==> config.mk <==
export PLATFORM = sky130hd
export DESIGN_NAME = cvp_vector_port
export DESIGN_NICKNAME = d
export VERILOG_FILES = /design/src/inc/cvp_pkg.sv /design/src/inc/cvp_evt_if.sv /design/src/rtl/cvp_edge_detect.sv /design/src/rtl/cvp_irq_ctrl.sv /design/src/rtl/cvp_vector_port.sv
export SDC_FILE = /design/constraint.sdc
export NUM_CORES = 1
export LEC_CHECK = 0
export ABC_AREA = 1
export BUFFER_PORTS_ARGS = -buffer_cell sky130_fd_sc_hd__buf_4
export CORE_MARGIN = 2
export CORE_UTILIZATION = 26
export CTS_CLUSTER_SIZE = 40
export DETAILED_ROUTE_END_ITERATION = 7
export PLACE_DENSITY_LB_ADDON = 0.05
export SYNTH_ARGS = -nofsm -noshare
export SYNTH_HDL_FRONTEND = slang
export SYNTH_HIERARCHICAL = 1
export SYNTH_SLANG_ARGS = --single-unit
==> constraint.sdc <==
create_clock -name core_clk -period 8.6 [get_ports core_clk]
set_clock_uncertainty 0.05 [all_clocks]
set_input_delay 2.58 -clock core_clk [delete_from_list [all_inputs] [get_ports core_clk]]
set_output_delay 2.58 -clock core_clk [all_outputs]
set_load 0.05 [all_outputs]
==> src/inc/cvp_pkg.sv <==
// Purpose: shared constants of the configuration and status vector port
// Assumes: one core clock; register port data is 16 bits wide
// Notes:   register address is {phy address, register index}
package cvp_pkg;

  // ----------------------------------------------------------------
  // widths
  // ----------------------------------------------------------------
  localparam int DATA_W = 16;
  localparam int PHY_W  = 5;
  localparam int IDX_W  = 5;
  localparam int ADDR_W = PHY_W + IDX_W;
  localparam int CFG_W  = 5;

  // ----------------------------------------------------------------
  // register indices within one phy address
  // ----------------------------------------------------------------
  localparam logic [IDX_W-1:0] REG_CTRL     = 5'h00;
  localparam logic [IDX_W-1:0] REG_ADVERT   = 5'h04;
  localparam logic [IDX_W-1:0] REG_IRQ_STAT = 5'h10;
  localparam logic [IDX_W-1:0] REG_IRQ_MASK = 5'h11;
  localparam logic [IDX_W-1:0] REG_STATUS   = 5'h12;

  // ----------------------------------------------------------------
  // field positions and reset values
  // ----------------------------------------------------------------
  localparam int CTRL_CFG_LSB     = 0;
  localparam int CTRL_RESTART_BIT = 9;
  localparam logic [DATA_W-1:0] CTRL_RST   = 16'h0000;
  localparam logic [DATA_W-1:0] ADVERT_RST = 16'h0000;
  localparam logic [DATA_W-1:0] STATUS_RST = 16'h0000;
  localparam logic [PHY_W-1:0]  PHY_RST    = 5'h00;

  // ----------------------------------------------------------------
  // edge detector lanes and interrupt events
  // ----------------------------------------------------------------
  localparam int NUM_EDGE  = 3;
  localparam int EDGE_CFG  = 0;
  localparam int EDGE_ADV  = 1;
  localparam int EDGE_RST  = 2;
  localparam int NUM_EV    = 4;
  localparam int EV_AN     = 0;
  localparam int EV_CFG    = 1;
  localparam int EV_ADV    = 2;
  localparam int EV_RST    = 3;
  localparam logic [NUM_EV-1:0] IRQ_MASK_RST = 4'h0;

endpackage

==> src/inc/cvp_evt_if.sv <==
// Purpose: carries apply and restart load pulses between port modules
// Assumes: pulses are one core clock cycle long
// Notes:   src drives, dst consumes
`timescale 1ns/10ps
interface cvp_evt_if import cvp_pkg::*; ();
  logic [NUM_EDGE-1:0] pulse;
  modport src (output pulse);
  modport dst (input  pulse);
endinterface

==> src/rtl/cvp_edge_detect.sv <==
// Purpose: rising edge detection on the apply and restart inputs
// Assumes: inputs are synchronous to core_clk
// Notes:   pulse is high in the cycle where the input is first seen high
`timescale 1ns/10ps
module cvp_edge_detect import cvp_pkg::*; (
  input  wire logic                core_clk,
  input  wire logic                sys_rst,
  input  wire logic [NUM_EDGE-1:0] levelIn,
  cvp_evt_if.src                   evt
);

  logic [NUM_EDGE-1:0] prev_q;

  // ----------------------------------------------------------------
  // one detector per lane
  // ----------------------------------------------------------------
  for (genvar i = 0; i < NUM_EDGE; i++) begin : g_lane
    // remember last cycle's level
    always_ff @(posedge core_clk or posedge sys_rst) begin
      if (sys_rst) begin
        prev_q[i] <= 1'b0;
      end else begin
        prev_q[i] <= levelIn[i];
      end
    end
    // held level yields no second pulse
    assign evt.pulse[i] = levelIn[i] & ~prev_q[i];

  end
endmodule

==> src/rtl/cvp_irq_ctrl.sv <==
// Purpose: sticky event status, mask and level interrupt
// Assumes: events are one-cycle pulses from the same clock
// Notes:   a set in the clearing cycle wins over the clear
`timescale 1ns/10ps
module cvp_irq_ctrl import cvp_pkg::*; (
  input  wire logic              core_clk,
  input  wire logic              sys_rst,
  input  wire logic [NUM_EV-1:0] evtIn,
  input  wire logic              clrWr,
  input  wire logic              maskWr,
  input  wire logic [NUM_EV-1:0] wrBits,
  output logic      [NUM_EV-1:0] stat_q,
  output logic      [NUM_EV-1:0] mask_q,
  output logic                   irq_q
);

  logic [NUM_EV-1:0] stat_d;

  // write-one-to-clear, events set
  assign stat_d = (stat_q & ~(clrWr ? wrBits : '0)) | evtIn;

  // sticky status
  always_ff @(posedge core_clk or posedge sys_rst) begin
    if (sys_rst) begin
      stat_q <= '0;
    end else begin
      stat_q <= stat_d;
    end
  end

  // mask register
  always_ff @(posedge core_clk or posedge sys_rst) begin
    if (sys_rst) begin
      mask_q <= IRQ_MASK_RST;
    end else if (maskWr) begin
      mask_q <= wrBits;
    end
  end

  // level interrupt from unmasked status
  always_ff @(posedge core_clk or posedge sys_rst) begin
    if (sys_rst) begin
      irq_q <= 1'b0;
    end else begin
      irq_q <= |(stat_q & mask_q);
    end
  end
endmodule

==> src/rtl/cvp_vector_port.sv <==
// Purpose: vector configuration and status port of the PCS core
// Assumes: vectors, strobes and core signals share core_clk; phyad is a pin
// Notes:   register address is {phy address, register index}
//
// Behaviour
// - a 5-bit configuration vector programs the low field of control register 0 in every build.
// - with management present, a rising edge of the configuration apply input loads that field.
// - a 16-bit advertisement vector programs register 4 in every build.
// - with management present, a rising edge of the advertisement apply input loads register 4.
// - with negotiation built in, a rising restart edge sets bit 9 of control register 0.
// - with management, negotiation completion raises a sticky, maskable, write-cleared interrupt.
// - without management, the interrupt follows negotiation complete and not restarting.
// - a 16-bit status vector continuously shows the core link and sync state.
// - all vectors are synchronous to the single core clock.
// - register accesses only take effect when their phy field matches the phy address input.
`timescale 1ns/10ps
module cvp_vector_port import cvp_pkg::*; #(
  parameter bit HAS_MGMT = 1'b1,
  parameter bit HAS_AN   = 1'b1
) (
  input  wire logic              core_clk,
  input  wire logic              sys_rst,
  input  wire logic [PHY_W-1:0]  phyAddrPin,
  input  wire logic [ADDR_W-1:0] regAddr,
  input  wire logic [DATA_W-1:0] regWrData,
  input  wire logic              regWrStb,
  input  wire logic              regRdStb,
  output logic      [DATA_W-1:0] regRdData,
  input  wire logic [CFG_W-1:0]  cfgLoadBits,
  input  wire logic              cfgApply,
  input  wire logic [DATA_W-1:0] advertLoadBits,
  input  wire logic              advertApply,
  input  wire logic              negotiationRestartReq,
  input  wire logic              anComplete,
  input  wire logic              anRestartAck,
  input  wire logic [DATA_W-1:0] coreStatus,
  output logic      [DATA_W-1:0] ctrlReg,
  output logic      [DATA_W-1:0] advertReg,
  output logic      [DATA_W-1:0] statusVector,
  output logic                   negotiationDoneIrq,
  output logic                   irq
);

  // ----------------------------------------------------------------
  // declarations
  // ----------------------------------------------------------------
  logic [PHY_W-1:0]  phyMeta_q;
  logic [PHY_W-1:0]  phySync_q;
  logic [DATA_W-1:0] ctrl_q;
  logic [DATA_W-1:0] ctrl_d;
  logic [DATA_W-1:0] advert_q;
  logic [DATA_W-1:0] advert_d;
  logic [DATA_W-1:0] status_q;
  logic [DATA_W-1:0] rdData_q;
  logic [DATA_W-1:0] rdMux;
  logic              negIrq_q;
  logic              anPrev_q;
  logic              addrHit;
  logic              wrEn;
  logic [IDX_W-1:0]  regIdx;
  logic              wrCtrl;
  logic              wrAdvert;
  logic              wrStat;
  logic              wrMask;
  logic              cfgLoad;
  logic              advLoad;
  logic              restartLoad;
  logic              anRise;
  logic [NUM_EV-1:0] events;
  logic [NUM_EV-1:0] irqStat;
  logic [NUM_EV-1:0] irqMask;
  logic              irqLevel;

  cvp_evt_if evtBus ();

  // ----------------------------------------------------------------
  // phy address pin synchroniser
  // ----------------------------------------------------------------
  // first stage feeds only the second
  always_ff @(posedge core_clk or posedge sys_rst) begin
    if (sys_rst) begin
      phyMeta_q <= PHY_RST;
      phySync_q <= PHY_RST;
    end else begin
      phyMeta_q <= phyAddrPin;
      phySync_q <= phyMeta_q;
    end
  end

  // ----------------------------------------------------------------
  // address decode
  // ----------------------------------------------------------------
  // access belongs to this register set only on phy match
  assign addrHit  = (regAddr[ADDR_W-1:IDX_W] == phySync_q);
  assign regIdx   = regAddr[IDX_W-1:0];
  // without management, software has no write path
  assign wrEn     = HAS_MGMT && regWrStb && addrHit;
  assign wrCtrl   = wrEn && (regIdx == REG_CTRL);
  assign wrAdvert = wrEn && (regIdx == REG_ADVERT);
  assign wrStat   = wrEn && (regIdx == REG_IRQ_STAT);
  assign wrMask   = wrEn && (regIdx == REG_IRQ_MASK);

  // ----------------------------------------------------------------
  // edge detection of apply and restart inputs
  // ----------------------------------------------------------------
  cvp_edge_detect u_edge (
    .core_clk (core_clk),
    .sys_rst  (sys_rst),
    .levelIn  ({negotiationRestartReq, advertApply, cfgApply}),
    .evt      (evtBus.src)
  );

  // load pulses; a held level gives only one
  assign cfgLoad     = HAS_MGMT && evtBus.pulse[EDGE_CFG];
  assign advLoad     = HAS_MGMT && evtBus.pulse[EDGE_ADV];
  assign restartLoad = HAS_AN && evtBus.pulse[EDGE_RST];

  // ----------------------------------------------------------------
  // control register 0
  // ----------------------------------------------------------------
  // later assignments win: ack, write, vector load, restart set
  always_comb begin
    ctrl_d = ctrl_q;
    if (anRestartAck) begin
      ctrl_d[CTRL_RESTART_BIT] = 1'b0;
    end
    if (wrCtrl) begin
      ctrl_d = regWrData;
    end
    // vector overwrites any management value
    if (!HAS_MGMT || cfgLoad) begin
      ctrl_d[CTRL_CFG_LSB +: CFG_W] = cfgLoadBits;
    end
    if (!HAS_AN) begin
      ctrl_d[CTRL_RESTART_BIT] = 1'b0;
    end else if (restartLoad) begin
      ctrl_d[CTRL_RESTART_BIT] = 1'b1;
    end
  end

  // control register state
  always_ff @(posedge core_clk or posedge sys_rst) begin
    if (sys_rst) begin
      ctrl_q <= CTRL_RST;
    end else begin
      ctrl_q <= ctrl_d;
    end
  end

  // ----------------------------------------------------------------
  // advertisement register 4
  // ----------------------------------------------------------------
  // vector load wins over a management write in the same cycle
  always_comb begin
    advert_d = advert_q;
    if (wrAdvert) begin
      advert_d = regWrData;
    end
    if (!HAS_MGMT || advLoad) begin
      advert_d = advertLoadBits;
    end
  end

  // advertisement state
  always_ff @(posedge core_clk or posedge sys_rst) begin
    if (sys_rst) begin
      advert_q <= ADVERT_RST;
    end else begin
      advert_q <= advert_d;
    end
  end

  // ----------------------------------------------------------------
  // status vector
  // ----------------------------------------------------------------
  // same-clock core state, registered once
  always_ff @(posedge core_clk or posedge sys_rst) begin
    if (sys_rst) begin
      status_q <= STATUS_RST;
    end else begin
      status_q <= coreStatus;
    end
  end

  // ----------------------------------------------------------------
  // interrupt events
  // ----------------------------------------------------------------
  // completion edge of negotiation
  always_ff @(posedge core_clk or posedge sys_rst) begin
    if (sys_rst) begin
      anPrev_q <= 1'b0;
    end else begin
      anPrev_q <= anComplete;
    end
  end

  assign anRise = HAS_AN && anComplete && !anPrev_q;

  // event lanes of the status register
  always_comb begin
    events         = '0;
    events[EV_AN]  = anRise;
    events[EV_CFG] = cfgLoad;
    events[EV_ADV] = advLoad;
    events[EV_RST] = restartLoad;
  end

  cvp_irq_ctrl u_irq (
    .core_clk (core_clk),
    .sys_rst  (sys_rst),
    .evtIn    (events),
    .clrWr    (wrStat),
    .maskWr   (wrMask),
    .wrBits   (regWrData[NUM_EV-1:0]),
    .stat_q   (irqStat),
    .mask_q   (irqMask),
    .irq_q    (irqLevel)
  );

  // negotiation interrupt: sticky with management, plain level without
  always_ff @(posedge core_clk or posedge sys_rst) begin
    if (sys_rst) begin
      negIrq_q <= 1'b0;
    end else if (HAS_MGMT) begin
      negIrq_q <= irqStat[EV_AN] && irqMask[EV_AN];
    end else begin
      negIrq_q <= HAS_AN && anComplete && !ctrl_q[CTRL_RESTART_BIT];
    end
  end

  // ----------------------------------------------------------------
  // register read port
  // ----------------------------------------------------------------
  // read mux, unmapped index reads zero
  always_comb begin
    rdMux = '0;
    case (regIdx)
      REG_CTRL: begin
        rdMux = ctrl_q;
      end
      REG_ADVERT: begin
        rdMux = advert_q;
      end
      REG_IRQ_STAT: begin
        rdMux[NUM_EV-1:0] = irqStat;
      end
      REG_IRQ_MASK: begin
        rdMux[NUM_EV-1:0] = irqMask;
      end
      REG_STATUS: begin
        rdMux = status_q;
      end
      default: begin
        rdMux = '0;
      end
    endcase
  end

  // data stands only in the cycle after the read strobe
  always_ff @(posedge core_clk or posedge sys_rst) begin
    if (sys_rst) begin
      rdData_q <= '0;
    end else if (regRdStb && addrHit) begin
      rdData_q <= rdMux;
    end else begin
      rdData_q <= '0;
    end
  end

  // ----------------------------------------------------------------
  // outputs
  // ----------------------------------------------------------------
  assign regRdData          = rdData_q;
  assign ctrlReg            = ctrl_q;
  assign advertReg          = advert_q;
  assign statusVector       = status_q;
  assign negotiationDoneIrq = negIrq_q;
  assign irq                = irqLevel;
endmodule

### Word-level counts from Yosys, hierarchy flattened

Index checks and enable logic that the tools add are counted.
W data, S select, Z words.

* register bits after elaboration: 88
* input bits: 77
* output and inout bits: 66
* word-level logic and storage cells: 55

* equality and inequality tests: 5
* multiplexer cells: 10
* bitwise logic cells: 10
* reductions and logical operators: 14

Operators by type and width (count)
* $mux W16: 3
* $pmux W12 S3: 1
* $pmux W4 S5: 1
* $eq A5 B5 Y1 const B: 3
* $mux W10: 1
* $and A4 B4 Y4: 2
* $logic_and A1 B1 Y1: 8
* $eq A5 B3 Y1 const B: 1
* $eq A5 B5 Y1: 1
* $logic_not A5 Y1: 1
* $mux W5: 1
* $mux W4: 1
* $not A4 Y4: 1
* $or A4 B4 Y4: 1
* $reduce_bool A2 Y1: 2
* $reduce_or A4 Y1: 1
* $and A1 B1 Y1: 3
* $not A1 Y1: 3
* $reduce_bool A3 Y1: 1
* $mux W1: 2
* $logic_not A1 Y1: 1

### Logic depth before layout (Yosys ltp)

* depth after elaboration: 7
* gate-level depth with buffers: 11
* mapped depth without buffers: 10

### Cells and area by module

Netlist, hierarchy kept.

By module, submodules not included
* cvp_vector_port: times used 1, cells an instance 384, area an instance 3301.9 um2, sequential area each 1901.8 um2
* cvp_irq_ctrl: times used 1, cells an instance 47, area an instance 372.9 um2, sequential area each 225.2 um2
* cvp_edge_detect: times used 1, cells an instance 10, area an instance 108.9 um2, sequential area each 75.1 um2

### Worst setup path before layout

Ideal clock, no wire load.

* kind: input to register
* start point: in regAddr[7]
* end point: reg u_irq.stat_q[2]
* library setup time: 116 ps
* data arrival time: 3625 ps
* required time: 8434 ps
* setup slack: 4808 ps
* cell stages on the path: 9
* path buffers: 1
* cells stage by stage: xnor2_1 -> nand2_1 -> nor2_2 -> buf_4 -> nand2_1 -> nor3_1 -> nand2_1 -> nand2_1 -> nand2_1

* longest elaborated chain between the ends: 7

Ends and longest elaborated chain
* from (decl): line cvp_vector_port.sv:24 `input wire logic [ADDR_W-1:0] regAddr,`
* $eq A5 B5 Y1: line cvp_vector_port.sv:94 `assign addrHit = (regAddr[ADDR_W-1:IDX_W] == phySync_q);`
* $logic_and A1 B1 Y1: line cvp_vector_port.sv:97 `assign wrEn = HAS_MGMT && regWrStb && addrHit;`
* $logic_and A1 B1 Y1: line cvp_vector_port.sv:100 `assign wrStat = wrEn && (regIdx == REG_IRQ_STAT);`
* named net wrStat: line cvp_vector_port.sv:63 `logic wrStat;`
* $mux W4: line cvp_irq_ctrl.sv:20 `assign stat_d = (stat_q & ~(clrWr ? wrBits : '0)) | evtIn;`
* $not A4 Y4: line cvp_irq_ctrl.sv:20
* $and A4 B4 Y4: line cvp_irq_ctrl.sv:20
* $or A4 B4 Y4: line cvp_irq_ctrl.sv:20
* named net u_irq.stat_d[2]: line cvp_irq_ctrl.sv:17 `logic [NUM_EV-1:0] stat_d;`
* to (signal assigned): line cvp_irq_ctrl.sv:27 `stat_q <= stat_d;`
* to (decl): line cvp_irq_ctrl.sv:12 `output logic [NUM_EV-1:0] stat_q,`

The timed path passes the listed nets, and every way through them passes these cells.
A chain may end at the register's enable or synchronous reset.

### Worst setup path in the final report

* start point: in regAddr[3]
* end point: reg rdData_q[8], in the netlist regRdData[8]

* longest elaborated chain between the ends: 3
* elaborated cells between the ends (all ways): 5
* those cells by class: eq/ne (2); mux (2); reduce/logical (1)

Ends and longest elaborated chain
* $eq A5 B5 Y1 (tied with other cells): line cvp_vector_port.sv:237 `case (regIdx)`
* $pmux W12 S3 (*): line cvp_vector_port.sv:237
* $mux W16 (*): line cvp_vector_port.sv:263 `end else if (regRdStb && addrHit) begin`
* to (signal assigned): line cvp_vector_port.sv:264 `rdData_q <= rdMux;`
* to (decl): line cvp_vector_port.sv:54 `logic [DATA_W-1:0] rdData_q;`

Mark *: on every way between the ends. The rest lies on a longest branch, timed or not.

==> reports/qor.yml <==
status:
  status: "completed"
routing:
  ant_nets: 0
  vias: 3330
  vias_per_cell: 4.330
  drt-initial-drc-count: 232
  first_pass_iters: 4
  drt-total-wl_um: 11780
  wl_per_cell_um: 15.32
  remaining_drc_errors: 0
critical_path:
  crit_required_ns: 8.81
  cp-end-kind: "flip-flop"
  cp-start-kind: "input pin"
  cpPeakStageDelay_ns: 0.78
  path_cells: "buf_4 > nor2_1 > nor3b_4 > nor2_2 > nand2_1 > nand3_2 > nor2_1"
  crit_top_cell: "nor2_1"
  crit_arrival_ns: 4.33
  slowest_stage: "nor3b_4"
  path_max_fanout: 17
  critPathKind: "in2reg"
clocking:
  post_cts_buffers: 0
  clk_pin_slew_ns: 0.06
  postCtsHoldBufs: 0
  cts.repair.resized: 0
  clock_sinks: 88
  cts_tree: "done"
  cts_buffers: 9
  h-tree-depth: 3
  clock_path_buffers: 2
  root_buffer: "clkbuf_16"
  clk_latency_ns: 0.35
synth:
  syn_area_per_cell_um2: 8.580
  yosysSeqAreaShare_pct: 58.20
  ys_ff_latch: 88
  synth_area_um2: 3784
  yosysWarnings: 6
  syn_inst: 441
  synth_cell_types: 26
  synth_nets: 518
timing:
  rsz0062_at_grt: "false"
  worst_pin_slew_ns: 0.8944
  setup_tns_ns: 0
  setup_slack_ns: 4.480
  slew_headroom_pct: 40.31
  slew_violations: 0
  fin_crit_sh_pct: 47.91
  finalSetupViolations: 0
  fmaxAchievable_mhz: 242.7
  hold_viol_final: 0
  period_minus_slack_ns: 4.120
pwr:
  comb_power_share_pct: 18.1
  clkPwrFrac_pct: 36.6
  p_switching_mw: 0.2961
  seq_power_share_pct: 45.3
  p_per_area_nw_per_um2: 190.6
  p_leak_nw: 2.788
  p_int_mw: 0.7093
  switching_share_pct: 29.45
  irDropWorstVdd_mv: 0.1067
place:
  dp_worst_setup_slack_ns: 4.048
  dp_hpwl_um: 8581
  gp_congestion: 0.7640
  portBuffers: 142
  placed_area_um2: 5007
floorplan:
  die_x_um: 124.6
  coreArea_um2: 14370
  start_util_pct: 26.33
  num_rows: 44
  io_pins: 143
  die_y_um: 124.6
  dieArea_um2: 15530
global_routing:
  antenna_found_initial: 0
  grt_pass1_vias: 3414
  gr-usage-all-layers_pct: 15.63
  grt_first_pass_wirelength_um: 18610
  grt_overflow: 0
  grt_max_degree: 42
final_layout:
  nets: 658
  fin_area_um2: 5275
  post-route-util_pct: 36.71
  fillers: 1513
  drive_gt1_share_pct: 29.23
  diodes: 0
  syn_to_final_growth_pct: 39.42
hold_path:
  worstHoldPathType: "reg2reg"
flow_run:
  cap_violations: 0
[logic make-up after synthesis]
family	after synthesis	synth area share (%)
AO/OA/AOI/OAI	45	5.952
XOR/XNOR	3	0.6946
buffers and inverters	66	7.506
flip-flops	88	58.20
AND/OR/NAND/NOR	239	27.65
[cell usage after synthesis, drive strengths merged]
master | number | area (um^2)
o21ai | 33 | 165.2
clkbuf | 6 | 23.77
inv | 49 | 183.9
clkinv | 1 | 3.750
a21oi | 12 | 60.06
nor2 | 37 | 161.4
xnor2 | 3 | 26.28
nor3b | 2 | 26.28
dfrtp | 88 | 2202
nand3b | 1 | 7.510
buf | 10 | 72.57
nand2 | 154 | 588.1
nor3 | 4 | 20.02
nand4 | 6 | 37.54
nand3 | 35 | 205.2
[registers in the layout, indices dropped and copies added (netlist names)]
name and flops:
phyMeta_q 5, statusVector 16, u_edge/prev_q 3, ctrlReg 16, anPrev_q 1, phySync_q 5
negotiationDoneIrq 1, u_irq/irq_q 1, u_irq/stat_q 4, regRdData 16, advertReg 16, u_irq/mask_q 4
[metrics by stage]
stage	hold slack, ns	cells	power [mW]
after floorplan	0.2812	441	0.5666
after global placement	0.2835	754	0.6471
after detailed placement	0.2863	754	0.6486
after CTS	0.2989	769	1.024
after global routing	0.3036	769	1.052
final	0.2961	769	1.005
[critical path, delay by kind of cell]
kind	cells	cell delay, ns
buffers and inverters	1	0.11
AND/OR/NAND/NOR	6	1.63
[power groups by stage]
stage | clock, mW | sequential, mW | combinational [mW]
2_1_floorplan | 0 | 0.523 | 0.0433
3_5_place_dp | 0 | 0.464 | 0.185
5_1_grt | 0.397 | 0.458 | 0.196
3_3_place_gp | 0 | 0.463 | 0.184
4_1_cts | 0.382 | 0.456 | 0.185
6_report | 0.368 | 0.455 | 0.182
[layout by cell type (no fill, tap or decap), drive strengths merged]
cell / netlist / final
xnor2: 3 / 3
nand2: 154 / 154
a21oi: 12 / 12
nor3: 4 / 4
nor3b: 2 / 2
clkinv: 1 / 2
nand3b: 1 / 1
nand4: 6 / 6
nor2: 37 / 37
clkbuf: 6 / 15
buf: 10 / 145
o21ai: 33 / 33
dfrtp: 88 / 88
nand3: 35 / 35
inv: 49 / 48
[layout make-up]
type,count,area (um^2),share of cell area (%)
Tap cell,184,230.2,4.364
Multi-Input combinational cell,287,1297,24.60
Inverter,50,188.9,3.582
Sequential cell,88,2202,41.75
Timing Repair Buffer,145,1089,20.64
Clock buffer,15,267.8,5.076
[final timing paths]
kind / slack (ns) / start / cells past startpoint / to
setup / recovery: 4.48 / regAddr[3] / 7 / regRdData[8]$_DFF_PP0_
hold / removal: 0.30 / phyMeta_q[0]$_DFF_PP0_ / 0 / phySync_q[0]$_DFF_PP0_
setup reg to reg: 6.48 / phySync_q[4]$_DFF_PP0_ / 7 / advertReg[11]$_DFFE_PP0P_
hold reg to reg: 0.30 / phyMeta_q[0]$_DFF_PP0_ / 0 / phySync_q[0]$_DFF_PP0_
max in group asynchronous: 5.24 / sys_rst / 3 / phySync_q[3]$_DFF_PP0_
min in group asynchronous: 2.07 / sys_rst / 2 / u_edge/prev_q[1]$_DFF_PP0_
[layer usage]
layer	wire [um]	GRT usage [%]
met1	5387	20.74
met2	5538	24.78
met3	748	5.284
met4	106	3.569
met5	0	0
(Power assumes the default switching activity.)
